File: src/design/dancer_pkg.sv
// shared constants for the dancer supervisor
package dancer_pkg;
  localparam int SETTING_W = 14;
  localparam int PCT_W = 10;
  localparam int SPEED_W = 16;
  localparam int ADC_W = 12;
  localparam int NUM_INPUTS = 5;
  localparam int NUM_OUTPUTS = 2;
  localparam int SEL_W = 8;
  localparam logic [SETTING_W-1:0] DISABLED_SETTING = 14'h270F;
  localparam logic [PCT_W-1:0] PCT_FULL = 10'h3E8;
  localparam logic [PCT_W-1:0] PCT_HALF = 10'h1F4;
  localparam logic [PCT_W-1:0] PCT_LIVE_ZERO = 10'h0C8;
  localparam logic [SETTING_W-1:0] PCT_FULL_SETTING = 14'h03E8;
  localparam logic [7:0] ACTION_OFF = 8'h00;
  localparam logic [7:0] ACTION_DANCER_FIRST = 8'h28;
  localparam logic [7:0] ACTION_DANCER_LAST = 8'h2B;
  localparam logic [SEL_W-1:0] IN_FUNC_PID_SELECT = 8'h0E;
  localparam logic [SEL_W-1:0] OUT_FUNC_LOWER = 8'h0E;
  localparam logic [SEL_W-1:0] OUT_FUNC_UPPER = 8'h0F;
  localparam logic [SEL_W-1:0] OUT_FUNC_FORWARD = 8'h10;
  localparam logic [SEL_W-1:0] OUT_FUNC_PID_ACTIVE = 8'h2F;
  localparam logic [SEL_W-1:0] OUT_FUNC_INVERT = 8'h64;
  localparam logic [1:0] INPUT_CURRENT = 2'h0;
  localparam logic [1:0] INPUT_VOLT5 = 2'h1;
  localparam logic [1:0] INPUT_VOLT10 = 2'h2;
  localparam logic [ADC_W-1:0] ADC_FULL_10V = 12'hFFF;
  localparam logic [ADC_W-1:0] ADC_FULL_5V = 12'h7FF;
  localparam logic [ADC_W-1:0] ADC_LIVE_ZERO = 12'h333;
  localparam logic [ADC_W-1:0] ADC_SPAN_CURRENT = 12'hCCC;
endpackage : dancer_pkg

File: src/design/measure_if.sv
// scaled measurement carried from the scaler to the supervisor
interface measure_if;
  logic [dancer_pkg::PCT_W-1:0] percent;
  logic valid;
  modport source (output percent, output valid);
  modport sink (input percent, input valid);
endinterface : measure_if

File: src/design/dancer_pid_supervisor.sv
// dancer control supervisor: enable, limits, set point and speed sum
// Contract
// - upper flag when measure above limit, 9999 off
// - lower flag when measure below limit, 9999 off
// - full-scale input is 100 percent for limits
// - input type selects current, 5V or 10V
// - set point 9999 means fifty percent
// - dancer control only for action 40..43
// - output speed is main speed plus correction
// - input code 14 assigns pid select input
// - no assigned select input: action alone enables
// - action 0 or select off: normal operation
// - pid-active output on while control active
// - forward output on only for forward rotation
// - selector 100 or above inverts output
// - main speed accepted from any operation mode
// - measured input refused as main speed source
// - set point writable while running
module dancer_pid_supervisor (
  input wire logic clk,
  input wire logic srst,
  input wire logic [7:0] pid_action_selection,
  input wire logic [dancer_pkg::SETTING_W-1:0] upper_limit_setting,
  input wire logic [dancer_pkg::SETTING_W-1:0] lower_limit_setting,
  input wire logic [dancer_pkg::SETTING_W-1:0] set_point_setting,
  input wire logic [1:0] measured_input_type,
  input wire logic [dancer_pkg::SEL_W*dancer_pkg::NUM_INPUTS-1:0]
    input_function_select,
  input wire logic [dancer_pkg::NUM_INPUTS-1:0] input_terminals,
  input wire logic [dancer_pkg::SEL_W-1:0] output_function_select_a,
  input wire logic [dancer_pkg::SEL_W-1:0] output_function_select_b,
  input wire logic [dancer_pkg::ADC_W-1:0] position_sample,
  input wire logic [dancer_pkg::SPEED_W-1:0] main_speed,
  input wire logic main_speed_from_measured,
  input wire logic [dancer_pkg::SPEED_W-1:0] pid_correction,
  input wire logic forward_running,
  output logic [dancer_pkg::SPEED_W-1:0] output_speed,
  output logic [dancer_pkg::PCT_W-1:0] pid_set_point,
  output logic [dancer_pkg::PCT_W-1:0] measured_percent,
  output logic dancer_active,
  output logic main_speed_refused,
  output logic upper_limit_flag,
  output logic lower_limit_flag,
  output logic forward_rotation_output,
  output logic terminal_a,
  output logic terminal_b
);
  localparam int N = dancer_pkg::NUM_INPUTS;
  localparam int W = dancer_pkg::SEL_W;

  measure_if meas ();

  logic [N-1:0] sel_sync1;
  logic [N-1:0] sel_sync2;
  logic [N-1:0] assigned;
  logic select_assigned;
  logic select_on;
  logic action_dancer;
  logic next_active;
  logic upper_hit;
  logic lower_hit;

  // a limit setting is active only within 0..100 percent
  function automatic logic limit_on(
    input logic [dancer_pkg::SETTING_W-1:0] s);
    limit_on = (s != dancer_pkg::DISABLED_SETTING) &&
      (s <= dancer_pkg::PCT_FULL_SETTING);
  endfunction : limit_on

  measure_scaler scaler (
    .clk(clk),
    .srst(srst),
    .input_type(measured_input_type),
    .sample(position_sample),
    .m(meas.source)
  );

  // terminal pins are asynchronous to clk
  always_ff @(posedge clk) begin
    if (srst) begin
      sel_sync1 <= '0;
      sel_sync2 <= '0;
    end else begin
      sel_sync1 <= input_terminals;
      sel_sync2 <= sel_sync1;
    end
  end

  genvar i;
  generate
    for (i = 0; i < N; i++) begin : g_assign
      assign assigned[i] =
        input_function_select[i*W +: W] ==
        dancer_pkg::IN_FUNC_PID_SELECT;
    end
  endgenerate

  always_comb begin
    select_assigned = |assigned;
    // any assigned terminal that is on selects dancer control
    select_on = |(assigned & sel_sync2);
    action_dancer =
      (pid_action_selection >= dancer_pkg::ACTION_DANCER_FIRST) &&
      (pid_action_selection <= dancer_pkg::ACTION_DANCER_LAST);
    // without an assigned select input, the action setting decides alone
    next_active = action_dancer &&
      (!select_assigned || select_on);
  end

  always_ff @(posedge clk) begin
    if (srst) dancer_active <= 1'b0;
    else dancer_active <= next_active;
  end

  // set point follows its setting every cycle, also while running
  always_ff @(posedge clk) begin
    if (srst) pid_set_point <= dancer_pkg::PCT_HALF;
    else if (set_point_setting == dancer_pkg::DISABLED_SETTING)
      pid_set_point <= dancer_pkg::PCT_HALF;
    else if (set_point_setting > dancer_pkg::PCT_FULL_SETTING)
      pid_set_point <= dancer_pkg::PCT_FULL;
    else
      pid_set_point <= set_point_setting[dancer_pkg::PCT_W-1:0];
  end

  always_comb begin
    upper_hit = dancer_active && meas.valid &&
      limit_on(upper_limit_setting) &&
      ({4'h0, meas.percent} > upper_limit_setting);
    lower_hit = dancer_active && meas.valid &&
      limit_on(lower_limit_setting) &&
      ({4'h0, meas.percent} < lower_limit_setting);
  end

  // flags track the comparison each cycle; no latching
  always_ff @(posedge clk) begin
    if (srst) begin
      upper_limit_flag <= 1'b0;
      lower_limit_flag <= 1'b0;
      measured_percent <= '0;
    end else begin
      upper_limit_flag <= upper_hit;
      lower_limit_flag <= lower_hit;
      measured_percent <= meas.percent;
    end
  end

  always_ff @(posedge clk) begin
    if (srst) forward_rotation_output <= 1'b0;
    else forward_rotation_output <= forward_running;
  end

  // the measured input may not feed the main speed in dancer mode;
  // the main speed itself comes from whichever mode is in charge
  always_ff @(posedge clk) begin
    if (srst) begin
      output_speed <= '0;
      main_speed_refused <= 1'b0;
    end else if (next_active) begin
      main_speed_refused <= main_speed_from_measured;
      if (main_speed_from_measured)
        output_speed <= pid_correction;
      else
        output_speed <= 16'(main_speed + pid_correction);
    end else begin
      main_speed_refused <= 1'b0;
      output_speed <= main_speed;
    end
  end

  // router registers the same level, so terminals switch in the same cycle as the flags
  output_router route_a (
    .clk(clk),
    .srst(srst),
    .select(output_function_select_a),
    .upper(upper_hit),
    .lower(lower_hit),
    .forward(forward_running),
    .pid_active(next_active),
    .terminal(terminal_a)
  );

  output_router route_b (
    .clk(clk),
    .srst(srst),
    .select(output_function_select_b),
    .upper(upper_hit),
    .lower(lower_hit),
    .forward(forward_running),
    .pid_active(next_active),
    .terminal(terminal_b)
  );
endmodule : dancer_pid_supervisor

File: src/design/measure_scaler.sv
// scales the raw position sample to tenths of a percent
module measure_scaler (
  input wire logic clk,
  input wire logic srst,
  input wire logic [1:0] input_type,
  input wire logic [dancer_pkg::ADC_W-1:0] sample,
  measure_if.source m
);
  logic [dancer_pkg::ADC_W-1:0] span;
  logic [dancer_pkg::ADC_W-1:0] base;
  logic [dancer_pkg::ADC_W-1:0] net;
  logic [dancer_pkg::ADC_W+10:0] prod;
  logic [dancer_pkg::ADC_W+10:0] quot;

  // current: 4mA is a live zero at one fifth of the converter span
  always_comb begin
    base = '0;
    span = dancer_pkg::ADC_FULL_10V;
    unique case (input_type)
      dancer_pkg::INPUT_CURRENT: begin
        base = dancer_pkg::ADC_LIVE_ZERO;
        span = dancer_pkg::ADC_SPAN_CURRENT;
      end
      dancer_pkg::INPUT_VOLT5: span = dancer_pkg::ADC_FULL_5V;
      default: span = dancer_pkg::ADC_FULL_10V;
    endcase
    net = (sample > base) ? sample - base : '0;
    if (net > span) net = span;
    prod = {11'h000, net} * 23'(dancer_pkg::PCT_FULL);
    quot = prod / {11'h000, span};
  end

  always_ff @(posedge clk) begin
    if (srst) begin
      m.percent <= '0;
      m.valid <= 1'b0;
    end else begin
      m.percent <= quot[dancer_pkg::PCT_W-1:0];
      m.valid <= 1'b1;
    end
  end
endmodule : measure_scaler

File: src/design/output_router.sv
// maps one output terminal to its selected function and polarity
module output_router (
  input wire logic clk,
  input wire logic srst,
  input wire logic [dancer_pkg::SEL_W-1:0] select,
  input wire logic upper,
  input wire logic lower,
  input wire logic forward,
  input wire logic pid_active,
  output logic terminal
);
  logic [dancer_pkg::SEL_W-1:0] base_code;
  logic invert;
  logic level;

  always_comb begin
    invert = select >= dancer_pkg::OUT_FUNC_INVERT;
    base_code = invert ? select - dancer_pkg::OUT_FUNC_INVERT : select;
    unique case (base_code)
      dancer_pkg::OUT_FUNC_UPPER: level = upper;
      dancer_pkg::OUT_FUNC_LOWER: level = lower;
      dancer_pkg::OUT_FUNC_FORWARD: level = forward;
      dancer_pkg::OUT_FUNC_PID_ACTIVE: level = pid_active;
      default: level = 1'b0;
    endcase
  end

  always_ff @(posedge clk) begin
    if (srst) terminal <= 1'b0;
    else terminal <= level ^ invert;
  end
endmodule : output_router

File: config.mk
export PLATFORM = sky130hd
export DESIGN_NAME = dancer_pid_supervisor
export DESIGN_NICKNAME = d
export VERILOG_FILES = /design/src/design/dancer_pkg.sv /design/src/design/measure_if.sv /design/src/design/dancer_pid_supervisor.sv /design/src/design/measure_scaler.sv /design/src/design/output_router.sv
export SDC_FILE = /design/constraint.sdc
export NUM_CORES = 1
export LEC_CHECK = 0
export ABC_AREA = 1
export BUFFER_PORTS_ARGS = -buffer_cell sky130_fd_sc_hd__clkbuf_2
export CAP_MARGIN = 20
export CORE_MARGIN = 10
export CORE_UTILIZATION = 36
export CTS_BUF_LIST = sky130_fd_sc_hd__clkbuf_2 sky130_fd_sc_hd__clkbuf_4 sky130_fd_sc_hd__clkbuf_8
export DETAILED_ROUTE_END_ITERATION = 16
export PLACE_DENSITY = 0.5
export RECOVER_POWER = 25
export SETUP_SLACK_MARGIN = 0.5
export SYNTH_ARGS = -nofsm -noshare
export SYNTH_HDL_FRONTEND = slang
export SYNTH_SLANG_ARGS = --single-unit
File: constraint.sdc
create_clock -name clk -period 75.6 [get_ports clk]
set_clock_uncertainty 0.2 [all_clocks]
set_input_delay 15.12 -clock clk [delete_from_list [all_inputs] [get_ports clk]]
set_output_delay 15.12 -clock clk [all_outputs]
set_load 0.05 [all_outputs]
; ---- After elaboration in Yosys (flattened, before gate mapping)
; Cells that the tools add are included.
; W data, S select, Z words.
[op_classes]
magnitude_cmp = 11
bitwise = 4
n_mux = 12
div = 1
add_sub_neg = 4
reduce_logical = 17
n_mul = 1
n_eq_ne = 17
[ops]
columns = op, count
row1 = $eq A8 B4 Y1 const B, 9
row2 = $mux W16, 2
row3 = $le A14 B10 Y1 const B, 2
row4 = $ne A14 B14 Y1 const B, 2
row5 = $mux W12, 2
row6 = $pmux W12 S2, 1
row7 = $div A22 B12 Y23, 1
row8 = $mux W10, 2
row9 = $mul A12 B7 Y19 const B, 1
row10 = $add A16 B16 Y16, 1
row11 = $eq A8 B5 Y1 const B, 2
row12 = $eq A8 B6 Y1 const B, 2
row13 = $ge A8 B7 Y1 const B, 2
row14 = $mux W8, 2
row15 = $sub A8 B7 Y8 const B, 2
row16 = $eq A14 B14 Y1 const B, 1
row17 = $gt A10 B14 Y1, 1
row18 = $gt A14 B10 Y1 const B, 1
row19 = $lt A10 B14 Y1, 1
row20 = $gt A12 B10 Y1, 1
row21 = $gt A12 B12 Y1, 1
row22 = $sub A12 B10 Y12, 1
row23 = $reduce_or A5 Y1, 2
row24 = $logic_and A1 B1 Y1, 9
row25 = other kinds (13), 16
[totals]
register_bits = 64

; ---- Depth between registers and ports, before layout
[logic_depth]
depth_word = 8
mapped_depth = 197

; ---- Cells and area by module
; A second synthesis with hierarchy kept.
[unflattened]
cells_unflattened = 3035
area_unflattened_um2 = 17918.4
[modules_own_cells]
columns = mod, seq_area_each_um2, cells_per_inst, n_inst, area_per_inst_um2
row1 = measure_scaler, 220.2, 2335, 1, 13585.5
row2 = dancer_pid_supervisor, 1021.0, 580, 1, 3639.7
row3 = output_router, 20.0, 60, 2, 346.6

; ---- Worst setup path before layout
; Ideal clock, no wire load.
[synth_timing]
path_kind = input -> register
start = input measured_input_type[0]
end = register scaler.m.percent[0]
path_slack_ps = 35751
t_arrival_ps = 39585
path_stages = 188
setup_ps = 64
path_cell_list = nor2_1 > buf_6 > inv_1 > clkbuf_8 > nor2_1 > nor2_1 > ha_1 > nor2_1 > inv_1 > nor2_1 > nor2_1 > nand4_1 > nand3_1 > nand2_1 > clkbuf_1 > nor3b_1 > ha_1 > nand2_1 > [... 152 more ...] > inv_1 > nor2_2 > nand3_1 > nor2_2 > nor2_4 > nand3_2 > buf_4 > nand2_1 > xor2_1 > ha_1 > nand2_1 > nor2_1 > nand3_2 > nand2_1 > nand2_1 > nand3_2 > nor2_1 > nor2_1
[synth_via]
elab_chain_len = 8
elab_cells_between_ends = 11
cone_classes = add/sub (1) / mul (1) / div (1) / order compare (2) / eq/ne (1) / mux (4) / reduce/logical (1)
[synth_rtl]
columns = element, line
row1 = "start, declared", dancer_pid_supervisor.sv:26  ; input wire logic [1:0] measured_input_type,
row2 = $logic_not A2 Y1, measure_scaler.sv:19  ; unique case (input_type)
row3 = $mux W10, measure_scaler.sv:19
row4 = $sub A12 B10 Y12 / $gt A12 B10 Y1 (equally long branches), measure_scaler.sv:27  ; net = (sample > base) ? sample - base : '0;
row5 = $mux W12, measure_scaler.sv:27
row6 = $gt A12 B12 Y1, measure_scaler.sv:28  ; if (net > span) net = span;
row7 = $mux W12, measure_scaler.sv:28
row8 = $mul A12 B7 Y19, measure_scaler.sv:29  ; prod = {11'h000, net} * 23'(dancer_pkg::PCT_FULL);
row9 = $div A22 B12 Y23 *, measure_scaler.sv:30  ; quot = prod / {11'h000, span};
row10 = "end signal, assigned", measure_scaler.sv:38  ; m.percent <= quot[dancer_pkg::PCT_W-1:0];
row11 = "end, declared", measure_if.sv:5  ; modport source (output percent, output valid);
; Every way passes the cells marked *; elsewhere a longest branch is shown, timed or not.
; A chain may end at the register's enable or synchronous reset.

; ---- Worst setup path after layout
; Ends and elaborated chain as after synthesis.

==> flow_results.xml <==
<?xml version="1.0" encoding="UTF-8"?>
<metrics>
  <group name="sta">
    <metric name="max_freq" unit="MHz">21.90</metric>
    <metric name="timing_max_transition_violations_final" unit="">45</metric>
    <metric name="setup_viol_count_final" unit="">0</metric>
    <metric name="timing.slew.headroom" unit="">-0.3449</metric>
    <metric name="layout_worst_path_cycle_share" unit="">0.6041</metric>
    <metric name="hold_viol_final" unit="">0</metric>
    <metric name="rsz0062_at_grt" unit="">false</metric>
    <metric name="max_slew.worst_pin.slew" unit="ps">2017</metric>
    <metric name="final_worst_hold_slack" unit="ps">205.2</metric>
    <metric name="finalWorstPathRequiredPeriod" unit="ps">45670</metric>
    <metric name="fin_tns_setup" unit="ps">0</metric>
  </group>
  <group name="global_routing">
    <metric name="first_global_vias" unit="">17510</metric>
    <metric name="pin_count_of_the_biggest_net_entering_global_routing" unit="">45</metric>
    <metric name="grt_util_all_layers" unit="">0.1898</metric>
    <metric name="first_pass_grt_wire_length" unit="mm">90.17</metric>
    <metric name="grt_antenna_before_repair" unit="">0</metric>
    <metric name="grt.overflow.total" unit="">0</metric>
  </group>
  <group name="placement">
    <metric name="gp_congestion" unit="">0.9427</metric>
    <metric name="dpl.cell_count" unit="">3696</metric>
    <metric name="place_hpwl" unit="mm">48.44</metric>
    <metric name="port_buffers" unit="">201</metric>
  </group>
  <group name="drt">
    <metric name="vias" unit="">18200</metric>
    <metric name="drt_first_pass_iters" unit="">5</metric>
    <metric name="drc" unit="">0</metric>
    <metric name="via_per_inst" unit="">4.903</metric>
    <metric name="routed_wire_length_per_instance" unit="µm">14.84</metric>
    <metric name="detail-route-antenna-nets" unit="">0</metric>
    <metric name="drt_iter0_markers" unit="">1084</metric>
    <metric name="wl" unit="mm">55.11</metric>
  </group>
  <group name="worst_setup_path">
    <metric name="critPathMaxFanout" unit="">40</metric>
    <metric name="worstSetupStartpointType" unit="">input port</metric>
    <metric name="path_delay_family" unit="">simple AND/OR/NAND/NOR gates</metric>
    <metric name="worstPathBufferInverterCount" unit="">32</metric>
    <metric name="timing.critical_path.required" unit="ps">75560</metric>
    <metric name="worst_setup_path_end_kind" unit="">register</metric>
    <metric name="path_common_cell" unit="">inv_1</metric>
    <metric name="worst-setup-path-type" unit="">input port to register</metric>
    <metric name="worst_ep_arrival_time" unit="ps">45630</metric>
    <metric name="critical_path.slowest_cell" unit="">o21ai_0</metric>
    <metric name="timing.critical_path.slowest_cell_delay" unit="ps">810</metric>
  </group>
  <group name="logic_synthesis">
    <metric name="synth.distinct_cells" unit="">66</metric>
    <metric name="ys_seq_elements" unit="">64</metric>
    <metric name="post_synth_instance_area" unit="µm²">17280</metric>
    <metric name="syn-instance-count" unit="">2906</metric>
    <metric name="postSynthNetCount" unit="">3280</metric>
    <metric name="async_reset_ff_frac" unit="">0</metric>
    <metric name="synth_edf_count" unit="">0</metric>
    <metric name="seq_area_frac_synth" unit="">0.07416</metric>
    <metric name="synth-warning-count" unit="">0</metric>
    <metric name="synthesis.area_per_instance" unit="µm²">5.945</metric>
    <metric name="synth_ff_type" unit="">dfxtp_1</metric>
  </group>
  <group name="clock_network">
    <metric name="htree_num_levels" unit="">3</metric>
    <metric name="cts.sinks" unit="">64</metric>
    <metric name="cts_inserted_buffers" unit="">9</metric>
    <metric name="cts.repair_timing.setup_buffer_count" unit="">0</metric>
    <metric name="clkSlewWorstSetupHoldPaths" unit="ps">80</metric>
    <metric name="cts_tree" unit="">done</metric>
    <metric name="library_cell_used_as_clock_root_buffer" unit="">clkbuf_8</metric>
    <metric name="maximum_buffer_depth_of_the_clock_tree" unit="">2</metric>
    <metric name="ctsResizeCount" unit="">0</metric>
    <metric name="cts_hold_bufs" unit="">0</metric>
    <metric name="clk_latency" unit="ps">340</metric>
  </group>
  <group name="floorplan">
    <metric name="core_area" unit="µm²">47550</metric>
    <metric name="starting_density_of_the_core" unit="">0.3634</metric>
    <metric name="num_io_pins" unit="">204</metric>
    <metric name="core.rowCount" unit="">80</metric>
    <metric name="dieWidth" unit="µm">239.1</metric>
    <metric name="die_y" unit="µm">239.1</metric>
    <metric name="fp.dieArea" unit="µm²">57150</metric>
  </group>
  <group name="cells_and_area">
    <metric name="final_util" unit="">0.3997</metric>
    <metric name="layout.cells.non_filler" unit="">3713</metric>
    <metric name="filler_cell_count" unit="">5278</metric>
    <metric name="nets" unit="">3467</metric>
    <metric name="num_antenna_cells" unit="">0</metric>
    <metric name="layout_area_growth_over_synthesis" unit="%">10.01</metric>
    <metric name="layout-drive-gt1-share" unit="">0.1662</metric>
  </group>
  <group name="min_path">
    <metric name="min_path_type" unit="">register to register</metric>
  </group>
  <group name="status">
    <metric name="status" unit="">complete, but fails checks</metric>
    <metric name="violations_in_the_final_reports" unit="">capacitance limit, slew limit</metric>
  </group>
  <group name="run">
    <metric name="cap_violations" unit="">1</metric>
  </group>
</metrics>
-- cell type report --
cell class	instances	area (µm²)	share of cell area
Multi-Input combinational cell	2247	13580	0.7147
Inverter	564	2123	0.1117
Sequential cell	64	1281	0.06741
Timing Repair Buffer	207	1041	0.05477
Tap cell	615	769.5	0.04049
Clock buffer	11	151.4	0.007966
Clock inverter	5	55.05	0.002897
-- flip-flops by register name (all words and copies together), names as in the netlist --
name	flops
scaler.m.percent	10
sel_sync2	5
pid_set_point	10
sel_sync1	5
measured_percent	10
upper_limit_flag	1
route_a.terminal	1
scaler.m.valid	1
forward_rotation_output	1
lower_limit_flag	1
output_speed	16
dancer_active	1
main_speed_refused	1
route_b.terminal	1
-- cells by family after synthesis --
kind of cell / Yosys count / share of synthesized area
xor+xnor: 97 / 0.04917
simple gates: 1669 / 0.4760
flops: 64 / 0.07416
fa+ha+maj: 213 / 0.1712
compound gates: 268 / 0.08937
buf+inv: 595 / 0.1401
-- path summary, 6_finish.rpt --
check	cells after the start	start	endpoint	slack, ps
setup / recovery	164	measured_input_type[0]	scaler.m.percent[0]	29930
setup reg to reg	10	sel_sync2[0]	route_a.terminal	72690
hold reg to reg	2	sel_sync1[0]	sel_sync2[0]	210
hold / removal	2	sel_sync1[0]	sel_sync2[0]	210
-- metal layers --
| layer | track usage | part of all wire | up-vias |
|---|---|---|---|
| li1 | - | - | 9602 |
| met2 | 0.3259 | 0.46 | 302 |
| met1 | 0.2585 | 0.49 | 8271 |
| met3 | 0.01475 | 0.036 | 29 |
| met4 | 0.02643 | 0.0096 | 0 |
| met5 | 0 | 0 | - |
-- synthesized netlist by cell type, types with 7 or more instances --
cell type,instances,share of area
nor2_2,35,0.013
buf_6,7,0.0046
clkinv_1,7,0.0015
nand3_4,13,0.013
fa_1,39,0.045
nand2_4,37,0.024
inv_1,532,0.12
nor2_1,332,0.072
o21ai_0,94,0.027
dfxtp_1,64,0.074
or2_2,14,0.0051
nor3_1,35,0.010
nor4_1,15,0.0054
xor2_1,68,0.034
a21oi_1,103,0.030
inv_2,22,0.0048
nor2_4,23,0.015
o21bai_1,10,0.0043
nand2_1,683,0.15
nand4_1,66,0.024
nand2_2,97,0.035
nand3_1,248,0.072
nand3b_1,16,0.0070
xnor2_1,29,0.015
nand3_2,33,0.019
clkbuf_1,13,0.0028
ha_1,174,0.13
-- worst register-to-register path, cell delays in order (launching register included) --
cell,delay [ps]
dfxtp_1,300
inv_1,50
o221ai_1,110
a221oi_1,230
o41ai_1,120
nand2_1,630
inv_1,470
o211ai_1,300
o311ai_0,160
o21ai_0,170
a21oi_1,60
-- placed cells by master, fill, tap and decap left out, drive strengths merged, types with 38 or more instances in the layout --
| master | synthesis | routed |
|---|---|---|
| a21oi | 108 | 108 |
| clkbuf | 15 | 213 |
| dfxtp | 64 | 64 |
| fa | 39 | 39 |
| ha | 174 | 174 |
| inv | 556 | 556 |
| nand2 | 819 | 819 |
| nand3 | 294 | 294 |
| nand4 | 67 | 67 |
| nor2 | 391 | 391 |
| nor3 | 38 | 38 |
| o21ai | 99 | 99 |
| xor2 | 68 | 68 |
-- through the flow --
| step | setup slack, ps | instance area, µm² |
|---|---|---|
| 3_3_place_gp | 29600 | 18790 |
| 3_5_place_dp | 29480 | 18800 |
| 6_report | 29930 | 19010 |
| 5_1_grt | 27000 | 19010 |
| 2_1_floorplan | 35750 | 17280 |
| 4_1_cts | 29780 | 19000 |
Power is not shown: default switching activity piles up to over one toggle a cycle in this logic, so the estimate is an artifact.
